[src/hw/clk_sel_pkg.sv]
// Package with register map, field layout and selector codes of the system clock selector
package clk_sel_pkg;
   // ==========================================================================
   // Register byte offsets
   localparam logic [7:0] SYSCTL_OFFSET = 8'h00;
   localparam logic [7:0] PLLCTL_OFFSET = 8'h04;
   localparam logic [7:0] PRESC_OFFSET  = 8'h08;
   localparam logic [7:0] STATUS_OFFSET = 8'h0c;

   // ==========================================================================
   // Field widths
   localparam int SEL_W   = 2;
   localparam int BAND_W  = 2;
   localparam int PLL_INPUT_DIVIDER_W  = 4;
   localparam int PLL_FEEDBACK_MULTIPLIER_W  = 7;
   localparam int PLL_OUTPUT_DIVIDER_W = 7;
   localparam int PRESCALER_DIVIDER_W = 10;

   // ==========================================================================
   // Field positions in the control words
   localparam int SEL_LSB    = 0;
   localparam int BYP_BIT    = 0;
   localparam int BAND_LSB   = 1;
   localparam int REF_BIT    = 3;
   localparam int PLL_INPUT_DIVIDER_LSB   = 4;
   localparam int PLL_FEEDBACK_MULTIPLIER_LSB   = 8;
   localparam int PLL_OUTPUT_DIVIDER_LSB  = 16;
   localparam int PRESCALER_DIVIDER_LSB  = 0;
   localparam int ST_SEL_LSB = 0;
   localparam int ST_PEND    = 2;
   localparam int ST_LOCK    = 3;
   localparam int ST_PLLON   = 4;

   // ==========================================================================
   // Reset values: wakeup clock, VCO bypassed, dividers at one
   localparam logic [SEL_W-1:0]   SEL_RST   = 2'h0;
   localparam logic               BYP_RST   = 1'h1;
   localparam logic [BAND_W-1:0]  BAND_RST  = 2'h0;
   localparam logic               REF_RST   = 1'h0;
   localparam logic [PLL_INPUT_DIVIDER_W-1:0]  PLL_INPUT_DIVIDER_RST  = 4'h0;
   localparam logic [PLL_FEEDBACK_MULTIPLIER_W-1:0]  PLL_FEEDBACK_MULTIPLIER_RST  = 7'h0;
   localparam logic [PLL_OUTPUT_DIVIDER_W-1:0] PLL_OUTPUT_DIVIDER_RST = 7'h0;
   localparam logic [PRESCALER_DIVIDER_W-1:0] PRESCALER_DIVIDER_RST = 10'h0;

   // ==========================================================================
   // Source selector codes and VCO bands
   localparam logic [SEL_W-1:0]  SEL_WAKEUP = 2'h0;
   localparam logic [SEL_W-1:0]  SEL_PLL    = 2'h2;
   localparam logic [SEL_W-1:0]  SEL_DIRECT = 2'h3;
   localparam logic [BAND_W-1:0] BAND_LOW   = 2'h0;
   localparam logic [BAND_W-1:0] BAND_HIGH  = 2'h1;

   // Path actually driving the system clock
   typedef enum logic [3:0] {
      PATH_WAKEUP = 4'b0001,
      PATH_PRESC  = 4'b0010,
      PATH_PLL    = 4'b0100,
      PATH_DIRECT = 4'b1000
   } path_t;

   // Source switch sequencer
   typedef enum logic [1:0] {
      SW_IDLE = 2'b01,
      SW_WAIT = 2'b10
   } sw_state_t;
endpackage

[src/hw/clk_div_if.sv]
// Interface carrying one clock level, its divider field and the divided clock
`timescale 1ns/1ps
interface clk_div_if #(parameter int W = 10);
   logic         src_level;
   logic [W-1:0] div_field;
   logic         clk_out;
   logic         at_wrap;

   modport div (input src_level, input div_field, output clk_out, output at_wrap);
   modport user (output src_level, output div_field, input clk_out, input at_wrap);
endinterface

[src/hw/clk_edge_div.sv]
// Divider counting rising edges of a sampled clock level by field plus one
`timescale 1ns/1ps
module clk_edge_div #(
   parameter int W = 10
) (
   input  wire logic mclk,
   input  wire logic rst_n,
   clk_div_if.div    d
);
   logic         prev_ff;
   logic [W-1:0] cnt_ff;
   logic [W-1:0] lim_ff;
   logic         out_ff;
   logic         rise;
   logic         wrap;
   logic [W:0]   half;

   assign rise      = d.src_level & ~prev_ff;
   assign wrap      = rise && (cnt_ff == lim_ff);
   // High phase covers the first ceil(K/2) source periods
   assign half      = ({1'b0, lim_ff} + {{W{1'b0}}, 1'b1} + {{W{1'b0}}, 1'b1}) >> 1;
   assign d.clk_out = out_ff;
   assign d.at_wrap = wrap;

   // ==========================================================================
   // Edge detect
   always_ff @(posedge mclk) begin
      if (!rst_n) begin
         prev_ff <= 1'b0;
      end else begin
         prev_ff <= d.src_level;
      end
   end

   // ==========================================================================
   // Count; a new divisor is only taken at a period boundary so no runt appears
   always_ff @(posedge mclk) begin
      if (!rst_n) begin
         cnt_ff <= '0;
         lim_ff <= '0;
      end else if (wrap) begin
         cnt_ff <= '0;
         lim_ff <= d.div_field; // RULE_14
      end else if (rise) begin
         cnt_ff <= cnt_ff + {{(W-1){1'b0}}, 1'b1};
      end
   end

   // ==========================================================================
   // Output: divide by one follows the source, otherwise count based
   always_ff @(posedge mclk) begin
      if (!rst_n) begin
         out_ff <= 1'b0;
      end else if (lim_ff == '0 && !wrap) begin
         out_ff <= d.src_level;
      end else if (wrap) begin
         out_ff <= 1'b1;
      end else if (rise) begin
         out_ff <= ({1'b0, cnt_ff} + {{W{1'b0}}, 1'b1}) < half;
      end
   end
endmodule

[src/hw/system_clock_source_select.sv]
// System clock source selector with PLL, prescaler, direct and wakeup paths
//
// Behaviour
// RULE_01 - Selector 10 with VCO bypass 0 enables the PLL and takes the system clock from it.
// RULE_02 - In PLL mode the system clock is the PLL input times N divided by P and K2.
// RULE_03 - Effective input divider, multiplier and output divider are each the field value plus one.
// RULE_04 - The PLL reference is selectable between the crystal pin and the internal oscillator.
// RULE_05 - The system clock in PLL mode is the VCO clock divided by K2, K2 VCO cycles per period.
// RULE_06 - A 2-bit band select picks the VCO band, 00 for the lower and 01 for the higher band.
// RULE_07 - Selector 00 takes the system clock straight from the wakeup oscillator.
// RULE_08 - Software writes source and divider fields in an order that avoids unwanted intermediate setups.
// RULE_09 - Software changes the system clock frequency only in small steps.
// RULE_10 - An external clock is accepted on the crystal pin or on the separate direct clock pin.
// RULE_11 - Selector 11 drives the system clock straight from the direct clock pin.
// RULE_12 - Selector 10 with VCO bypass 1 divides the oscillator clock by K1, the prescaler field plus one.
// RULE_13 - The prescaler divides by up to 1024.
// RULE_14 - Source switches and divider changes cause no runt pulse or glitch on the system clock.
//
// Decided for this implementation: the APB register port and the placing of the registers.
`timescale 1ns/1ps
module system_clock_source_select
   import clk_sel_pkg::*;
#(
   parameter int K1_W = PRESCALER_DIVIDER_W,
   parameter int K2_W = PLL_OUTPUT_DIVIDER_W
) (
   input  wire logic                 mclk,
   input  wire logic                 rst_n,
   input  wire logic                 psel,
   input  wire logic                 penable,
   input  wire logic                 pwrite,
   input  wire logic [7:0]           paddr,
   input  wire logic [31:0]          pwdata,
   output logic      [31:0]          prdata,
   output logic                      pready,
   output logic                      pslverr,
   input  wire logic                 crystal_input,
   input  wire logic                 direct_clock_input,
   input  wire logic                 internal_osc_input,
   input  wire logic                 wakeup_osc_input,
   input  wire logic                 vco_clock_input,
   input  wire logic                 pll_lock_input,
   output logic                      sys_clk,
   output logic                      pll_enable,
   output logic                      pll_ref_select,
   output logic      [BAND_W-1:0]    vco_band_select,
   output logic      [PLL_INPUT_DIVIDER_W:0]      pll_input_divider,
   output logic      [PLL_FEEDBACK_MULTIPLIER_W:0]      pll_feedback_multiplier
);
   // ==========================================================================
   // Synchronisers: every clock and lock pin passes two flops first
   localparam int NSYNC = 6;
   logic [NSYNC-1:0] meta_ff;
   logic [NSYNC-1:0] sync_ff;
   logic             xtal_s;
   logic             direct_s;
   logic             intosc_s;
   logic             wakeup_s;
   logic             vco_s;
   logic             lock_s;

   always_ff @(posedge mclk) begin
      if (!rst_n) begin
         meta_ff <= '0;
         sync_ff <= '0;
      end else begin
         meta_ff <= {pll_lock_input, vco_clock_input, wakeup_osc_input,
                     internal_osc_input, direct_clock_input, crystal_input}; // RULE_10
         sync_ff <= meta_ff;
      end
   end
   assign {lock_s, vco_s, wakeup_s, intosc_s, direct_s, xtal_s} = sync_ff;

   // ==========================================================================
   // Registers
   logic [SEL_W-1:0]   sel_ff;
   logic               byp_ff;
   logic [BAND_W-1:0]  band_ff;
   logic               ref_ff;
   logic [PLL_INPUT_DIVIDER_W-1:0]  pll_input_divider_ff;
   logic [PLL_FEEDBACK_MULTIPLIER_W-1:0]  pll_feedback_multiplier_ff;
   logic [K2_W-1:0]    pll_output_divider_ff;
   logic [K1_W-1:0]    prescaler_divider_ff;
   logic               pready_ff;
   logic               pslverr_ff;
   logic [31:0]        prdata_ff;
   logic               setup;
   logic               wr_en;
   logic               hit;
   logic [31:0]        rd_word;
   path_t              path_ff;
   sw_state_t          sw_ff;

   function automatic logic is_mapped(input logic [7:0] a);
      return a == SYSCTL_OFFSET || a == PLLCTL_OFFSET || a == PRESC_OFFSET || a == STATUS_OFFSET;
   endfunction

   function automatic path_t path_of(input logic [SEL_W-1:0] s, input logic b);
      if (s == SEL_PLL) begin
         return b ? PATH_PRESC : PATH_PLL;
      end else if (s == SEL_DIRECT) begin
         return PATH_DIRECT;
      end
      // Code 01 has no path of its own and falls back to the wakeup clock
      return PATH_WAKEUP;
   endfunction

   assign setup = psel && !penable;
   assign hit   = is_mapped(paddr);
   assign wr_en = psel && penable && pready_ff && pwrite && hit;

   always_comb begin
      rd_word = 32'h0000_0000;
      unique case (paddr)
         SYSCTL_OFFSET: rd_word[SEL_LSB +: SEL_W] = sel_ff;
         PLLCTL_OFFSET: begin
            rd_word[BYP_BIT]                = byp_ff;
            rd_word[BAND_LSB +: BAND_W]     = band_ff;
            rd_word[REF_BIT]                = ref_ff;
            rd_word[PLL_INPUT_DIVIDER_LSB +: PLL_INPUT_DIVIDER_W]     = pll_input_divider_ff;
            rd_word[PLL_FEEDBACK_MULTIPLIER_LSB +: PLL_FEEDBACK_MULTIPLIER_W]     = pll_feedback_multiplier_ff;
            rd_word[PLL_OUTPUT_DIVIDER_LSB +: K2_W]      = pll_output_divider_ff;
         end
         PRESC_OFFSET:  rd_word[PRESCALER_DIVIDER_LSB +: K1_W] = prescaler_divider_ff;
         STATUS_OFFSET: begin
            rd_word[ST_SEL_LSB +: SEL_W] = (path_ff == PATH_DIRECT) ? SEL_DIRECT :
                                           (path_ff == PATH_WAKEUP) ? SEL_WAKEUP : SEL_PLL;
            rd_word[ST_PEND]             = (sw_ff == SW_WAIT);
            rd_word[ST_LOCK]             = lock_s;
            rd_word[ST_PLLON]            = pll_enable;
         end
         default:       rd_word = 32'h0000_0000;
      endcase
   end

   // ==========================================================================
   // APB slave: answer in the first access cycle
   always_ff @(posedge mclk) begin
      if (!rst_n) begin
         pready_ff  <= 1'b0;
         pslverr_ff <= 1'b0;
         prdata_ff  <= 32'h0000_0000;
      end else begin
         pready_ff  <= setup;
         pslverr_ff <= setup && !hit;
         if (setup) begin
            prdata_ff <= pwrite ? 32'h0000_0000 : rd_word;
         end
      end
   end
   assign pready  = pready_ff;
   assign pslverr = pslverr_ff;
   assign prdata  = prdata_ff;

   always_ff @(posedge mclk) begin
      if (!rst_n) begin
         sel_ff   <= SEL_RST;
         byp_ff   <= BYP_RST;
         band_ff  <= BAND_RST;
         ref_ff   <= REF_RST;
         pll_input_divider_ff  <= PLL_INPUT_DIVIDER_RST;
         pll_feedback_multiplier_ff  <= PLL_FEEDBACK_MULTIPLIER_RST;
         pll_output_divider_ff <= K2_W'(PLL_OUTPUT_DIVIDER_RST);
         prescaler_divider_ff <= K1_W'(PRESCALER_DIVIDER_RST);
      end else if (wr_en) begin
         unique case (paddr)
            SYSCTL_OFFSET: sel_ff <= pwdata[SEL_LSB +: SEL_W];
            PLLCTL_OFFSET: begin
               byp_ff   <= pwdata[BYP_BIT];
               band_ff  <= pwdata[BAND_LSB +: BAND_W];     // RULE_06
               ref_ff   <= pwdata[REF_BIT];                 // RULE_04
               pll_input_divider_ff  <= pwdata[PLL_INPUT_DIVIDER_LSB +: PLL_INPUT_DIVIDER_W];
               pll_feedback_multiplier_ff  <= pwdata[PLL_FEEDBACK_MULTIPLIER_LSB +: PLL_FEEDBACK_MULTIPLIER_W];
               pll_output_divider_ff <= pwdata[PLL_OUTPUT_DIVIDER_LSB +: K2_W];
            end
            PRESC_OFFSET:  prescaler_divider_ff <= pwdata[PRESCALER_DIVIDER_LSB +: K1_W]; // RULE_13
            default:       sel_ff <= sel_ff;
         endcase
      end
   end

   // ==========================================================================
   // Analog PLL controls; the loop itself multiplies by N over P
   always_ff @(posedge mclk) begin
      if (!rst_n) begin
         pll_enable              <= 1'b0;
         pll_ref_select          <= REF_RST;
         vco_band_select         <= BAND_RST;
         pll_input_divider       <= '0;
         pll_feedback_multiplier <= '0;
      end else begin
         pll_enable              <= (sel_ff == SEL_PLL) && !byp_ff;                  // RULE_01
         pll_ref_select          <= ref_ff;                                           // RULE_04
         vco_band_select         <= band_ff;                                          // RULE_06
         pll_input_divider       <= {1'b0, pll_input_divider_ff} + {{PLL_INPUT_DIVIDER_W{1'b0}}, 1'b1};         // RULE_03 RULE_02
         pll_feedback_multiplier <= {1'b0, pll_feedback_multiplier_ff} + {{PLL_FEEDBACK_MULTIPLIER_W{1'b0}}, 1'b1};         // RULE_03 RULE_02
      end
   end

   // ==========================================================================
   // Divided paths
   clk_div_if #(.W(K1_W)) presc_if ();
   clk_div_if #(.W(K2_W)) pll_if ();

   // Reference swapped only while both sources and the divider output are low, so no short pulse
   logic ref_sel_ff;

   always_ff @(posedge mclk) begin
      if (!rst_n) begin
         ref_sel_ff <= REF_RST;
      end else if (!xtal_s && !intosc_s && !presc_if.clk_out) begin
         ref_sel_ff <= ref_ff; // RULE_14
      end
   end

   assign presc_if.src_level = ref_sel_ff ? intosc_s : xtal_s; // RULE_04 RULE_12
   assign presc_if.div_field = prescaler_divider_ff;                    // RULE_12
   assign pll_if.src_level   = vco_s;
   assign pll_if.div_field   = pll_output_divider_ff;                    // RULE_05

   clk_edge_div #(.W(K1_W)) u_presc (
      .mclk  (mclk),
      .rst_n (rst_n),
      .d     (presc_if)
   );

   clk_edge_div #(.W(K2_W)) u_k2 (
      .mclk  (mclk),
      .rst_n (rst_n),
      .d     (pll_if)
   );

   function automatic logic level_of(input path_t p, input logic wk, input logic pr,
                                     input logic pl, input logic dr);
      unique case (p)
         PATH_WAKEUP: return wk;
         PATH_PRESC:  return pr;
         PATH_PLL:    return pl;
         PATH_DIRECT: return dr;
         default:     return 1'b0;
      endcase
   endfunction

   // ==========================================================================
   // Glitch-free switch: change over only while old and new clocks are both low
   path_t target;
   logic  cur_lvl;
   logic  new_lvl;

   assign target  = path_of(sel_ff, byp_ff);
   assign cur_lvl = level_of(path_ff, wakeup_s, presc_if.clk_out, pll_if.clk_out, direct_s);
   assign new_lvl = level_of(target, wakeup_s, presc_if.clk_out, pll_if.clk_out, direct_s);

   always_ff @(posedge mclk) begin
      if (!rst_n) begin
         sw_ff   <= SW_IDLE;
         path_ff <= PATH_WAKEUP;
      end else begin
         unique case (sw_ff)
            SW_IDLE: if (target != path_ff) begin
               sw_ff <= SW_WAIT;
            end
            SW_WAIT: if (target == path_ff) begin
               sw_ff <= SW_IDLE;
            end else if (!cur_lvl && !new_lvl && !sys_clk) begin
               // Output already low for a cycle, so the new clock cannot cut the low phase short
               path_ff <= target; // RULE_14
               sw_ff   <= SW_IDLE;
            end
            default: sw_ff <= SW_IDLE;
         endcase
      end
   end

   // ==========================================================================
   // System clock output; follows the current path, also during a change-over wait
   always_ff @(posedge mclk) begin
      if (!rst_n) begin
         sys_clk <= 1'b0;
      end else if (sw_ff == SW_WAIT && !cur_lvl) begin
         sys_clk <= 1'b0; // RULE_14
      end else begin
         unique case (path_ff)
            PATH_WAKEUP: sys_clk <= wakeup_s;          // RULE_07
            PATH_PRESC:  sys_clk <= presc_if.clk_out;  // RULE_12
            PATH_PLL:    sys_clk <= pll_if.clk_out;    // RULE_01 RULE_05
            PATH_DIRECT: sys_clk <= direct_s;          // RULE_11
            default:     sys_clk <= 1'b0;
         endcase
      end
   end
endmodule

[config.mk]
export PLATFORM = sky130hd
export DESIGN_NAME = system_clock_source_select
export DESIGN_NICKNAME = d
export VERILOG_FILES = /design/src/hw/clk_sel_pkg.sv /design/src/hw/clk_div_if.sv /design/src/hw/clk_edge_div.sv /design/src/hw/system_clock_source_select.sv
export SDC_FILE = /design/constraint.sdc
export NUM_CORES = 1
export LEC_CHECK = 0
export ABC_AREA = 1
export BUFFER_PORTS_ARGS = -buffer_cell sky130_fd_sc_hd__clkbuf_2
export CAP_MARGIN = 20
export CORE_MARGIN = 1
export CORE_UTILIZATION = 57
export DETAILED_ROUTE_END_ITERATION = 7
export GPL_TIMING_DRIVEN = 0
export HOLD_SLACK_MARGIN = 0.06
export PLACE_DENSITY = 0.8
export SYNTH_ARGS = -nofsm -noshare
export SYNTH_HDL_FRONTEND = slang
export SYNTH_SLANG_ARGS = --single-unit
[constraint.sdc]
create_clock -name mclk -period 2.8 [get_ports mclk]
set_clock_uncertainty 0.2 [all_clocks]
set_input_delay 0.28 -clock mclk [delete_from_list [all_inputs] [get_ports mclk]]
set_output_delay 0.28 -clock mclk [all_outputs]
set_load 0.1 [all_outputs]
==> summary.md <==
| Metric | Value |
|---|---|
| Status | `finished clean` |
| Cell with the most instances after synthesis | `nand2_1` |
| CP Capture Type | `register` |
| M1 GR Usage | `~39%` |
| Setup Buffers After CTS | `0` |
| Total congestion overflow | `0` |
| Worst Reg-to-Reg Cells | `14` |
| Worst setup path class | `reg2reg` |
| Most congested layer reported by global routing | `met2` |
| Antenna diode count | `0` |
| Hold Startpoint | `paddr[3]` |
| Setup TNS | `0 ns` |
| Top cells by count, synth | `241 x nand2_1, 133 x dfxtp_1, 103 x nor2_1, 102 x inv_1, 73 x a21oi_1` |
| Fillers | `889` |
| Largest net degree at the start of global routing | `17` |
| CP Buf/Inv Count | `1` |
| Clk root buf | `clkbuf_16` |
| R2R setup slack | `0.27 ns` |
| Slew of the pin with the lowest slew margin | `around 0.74 ns` |
| Clk sinks | `133` |
| CP Depth | `14` |
| Die Span Y | `about 110 um` |
| Req. time, crit path | `about 3.0 ns` |
| # setup viols final | `0` |
| Core Rows | `38` |
| Post-Place Setup Slack | `between 0.3 and 0.4 ns` |
| Most frequent CP cell | `nand2_1` |
| Seq/Total Area, Yosys | `around two fifths` |
| GRT Total Usage | `between 30 and 40%` |
| Unrepaired setup endpoints after global routing | `false` |
| Starting Density | `just under 60%` |
| Mean Syn Cell Area | `about 7.1 sq um` |
| Layout cells sized above 1 | `15.60%` |
| Post-Syn Area | `0.006469 sq mm` |
| Total wire length | `16970 um` |
| FF+latch count, synth | `133` |
| Area leader, netlist | `dfxtp_1` |
| Top cells by area, synth | `dfxtp_1 41%, nand2_1 14%, nor2_1 6.0%, inv_1 5.9%, a21oi_1 5.6%` |
| Clock Path Buffers | `2` |
| Worst IR Drop VDD | `about 0.5 mV` |
| Placer Congestion | `0.8901` |
| Hold path cells | `4` |
| Max incr delay on CP | `0.46 ns` |
| Reg-to-Reg Start | `u_presc.cnt_ff[0]$_SDFFE_PP0P_` |
| Initial drt markers | `~410` |
| Layout area overhead | `23.62%` |
| Initial antenna violation count | `0` |
| Final Hold Violating Endpoints | `0` |
| DP Area | `between 0.007 and 0.008 sq mm` |
| Tcrit/Tclk final | `around 90%` |
| Final #Nets | `around 1100` |
| CP max FO | `6` |
| Detailed placer's ending HPWL | `11900 um` |
| Number of global-route vias before repair | `roughly 5800` |
| Worst path top cell family by delay | `simple AND/OR/NAND/NOR gates` |
| Met3 GRT Util | `6.389%` |
| IO buf count | `81` |
| Critical Path Source Type | `register` |
| Netlist cell types | `37` |
| Post-synth EDFFs | `0` |
| Clk slew on worst S/H paths | `approximately 0.06 ns` |
| Peak Freq | `roughly 0.4 GHz` |
| Slowest CP cell | `dfxtp_1` |
| Htree depth | `4` |
| Hold WC Path Type | `in2reg` |
| Core Box Area | `between 0.01 and 0.015 sq mm` |
| CTS Buf Count | `17` |
| Clk Latency, worst-skew pair | `0.43 ns` |
| Min Clock Period, post-route | `about 2.5 ns` |
| Via count | `roughly 6200` |
| Final Cell Area | `0.007996 sq mm` |
| Die width | `~110 um` |
| CTS resizes | `0` |
| Antenna Violating Nets Remaining | `0` |
| R2r endpoint | `u_presc.d.clk_out$_SDFFE_PN0P_` |
| Warnings from Yosys | `0` |
| Final worst slack | `approximately 0.27 ns` |
| Vias per inst | `a little over 5` |
| Pwr per Cell Area | `a little under 600 mW/mm^2` |
| DRT Pass-1 Iters | `5` |
| Met2 Usage GRT | `47.92%` |
| Yosys top cell area share | `between 40% and 50%` |
| TritonCTS clock tree | `done` |
| Async SR Flop Fraction | `0%` |
| Max_cap viols | `0` |
| DR WL/cell | `about 14 um` |
| # IOs | `between 100 and 150` |
| Hold Path Sink | `prdata[14]$_SDFFE_PN0P_` |
| Die ar. | `0.01178 sq mm` |
| DRC violation count after routing | `0` |
| Worst path cell trace | `ha_1, nand3_1, nor2_1, xor2_1, ha_1, nand2_1, inv_1, a21oi_1, nand2_1, nand2_1, nand2_1, nand2_1, nand2_1, a21oi_1` |
| Synth Instances | `roughly 900` |
| Top FF cell, synth | `dfxtp_1` |
| Pleak | `~0.0036 uW` |
| Max-Slew Margin vs Limit | `slightly above 50%` |
| Arr. time, crit path | `2.68 ns` |
| Slew Limit Fails | `0` |
| Global-route wire length before repair | `approximately 27000 um` |
-- worst register-to-register path, stage by stage, from the launching register on --
cell and delay, ns:
dfxtp_1 0.46, ha_1 0.23, nand3_1 0.13, nor2_1 0.22
xor2_1 0.22, ha_1 0.27, nand2_1 0.09, inv_1 0.04
a21oi_1 0.13, nand2_1 0.08, nand2_1 0.06, nand2_1 0.06
nand2_1 0.06, nand2_1 0.07, a21oi_1 0.14
-- metrics by stage --
step | utilization [%] | hold slack [ns] | power [uW] | cells
2_1_floorplan | - | 0.1776 | 2305 | 923
5_1_grt | 73.12 | 0.1598 | 4891 | 1204
6_report | 73.12 | 0.1214 | 4756 | 1204
3_3_place_gp | 64.77 | 0.1926 | 2413 | 1144
4_1_cts | 73.12 | 0.1082 | 4756 | 1204
3_5_place_dp | 64.77 | 0.2044 | 2419 | 1144
-- metal layers --
metal / wire length (um) / vias to the layer above / share of wire (%)
met1: 7472 / 2763 / 44
met4: 496 / 0 / 2.9
met5: 0 / - / 0
met2: 7886 / 229 / 46
li1: - / 3170 / -
met3: 1115 / 43 / 6.6
-- cells in the final DEF (no fill, tap or decap), types with 2 or more instances in the layout --
master         synthesis  final
dfxtp_1              133    133
conb_1                 1     10
a211oi_1               8      8
nor2_2                 3      3
buf_4                 11     11
clkbuf_2               1     82
nand3_1               57     57
clkbuf_16              0     17
clkinv_2               0      3
nor2_1               103    103
inv_1                102    102
nor3_4                 2      2
a31oi_1                5      5
clkbuf_8               0      2
bufinv_16              0      4
nand2_1              241    241
nor3_1                14     14
inv_2                  5      5
nand4_1               14     14
a21oi_1               73     73
xor2_1                20     20
xnor2_1                9      9
o21ai_0               29     29
ha_1                  21     21
clkinv_4               0      2
nand2_2               11     11
a21oi_2               10     10
dlygate4sd3_1          0     30
buf_2                  9      9
clkbuf_1              19     21
-- power by group --
group | leakage [uW] | switching [uW] | internal, uW | total [uW]
Clock | 0.000303 | 808 | 1520 | 2330
Combinational | 0.00223 | 319 | 151 | 470
Sequential | 0.00108 | 28.4 | 1930 | 1950
Total | 0.00361 | 1160 | 3600 | 4760
-- how the worst max path moves through the flow --
stage / startpoint / endpoint / slack, ns
final: u_presc.cnt_ff[0]$_SDFFE_PP0P_ / u_presc.d.clk_out$_SDFFE_PN0P_ / 0.27
after global routing: u_presc.cnt_ff[0]$_SDFFE_PP0P_ / u_presc.d.clk_out$_SDFFE_PN0P_ / 0.02
after CTS: u_presc.cnt_ff[0]$_SDFFE_PP0P_ / u_presc.d.clk_out$_SDFFE_PN0P_ / 0.29
after detailed placement: u_presc.cnt_ff[0]$_SDFFE_PP0P_ / u_presc.d.clk_out$_SDFFE_PN0P_ / 0.32
after global placement: u_presc.cnt_ff[0]$_SDFFE_PP0P_ / u_presc.d.clk_out$_SDFFE_PN0P_ / 0.34
after floorplan: pready$_SDFF_PN0_ / band_ff[0]$_SDFFE_PN0P_ / 0.64
-- flip-flops by register name (all words and copies together) (netlist names), 6 cells and up --
register,cells
u_presc.cnt_ff,10
u_presc.lim_ff,10
presc_if.div_field,10
pll_feedback_multiplier,8
meta_ff,6
pll_if.div_field,7
pll_feedback_multiplier_ff,7
prdata,22
u_k2.lim_ff,7
u_k2.cnt_ff,7
sync_ff,6
-- layout make-up --
type	instances	area (sq um)	area share, %
Sequential cell	133	2663	33.30
Clock buffer	21	460.4	5.758
Multi-Input combinational cell	642	3214	40.20
Tap cell	140	175.2	2.191
Clock inverter	9	152.6	1.909
Buffer	41	224.0	2.801
Inverter	107	401.6	5.023
Timing Repair Buffer	111	705.7	8.825
-- cell families after synthesis --
family	count (synthesis)	synth area share, %
buf+inv	148	9.671
simple gates	452	29.92
flops	133	41.16
fa+ha+maj	21	4.062
xor+xnor	29	3.927
compound gates	130	11.20
other cells	1	0.05797
-- timing repair --
action / CTS / global route
endpoints found under the setup margin: 0 / 0
hold buffers: 30 / 0
hold endpoints to repair: 42 / 0
Note: power is estimated with default switching activity, not from simulation.
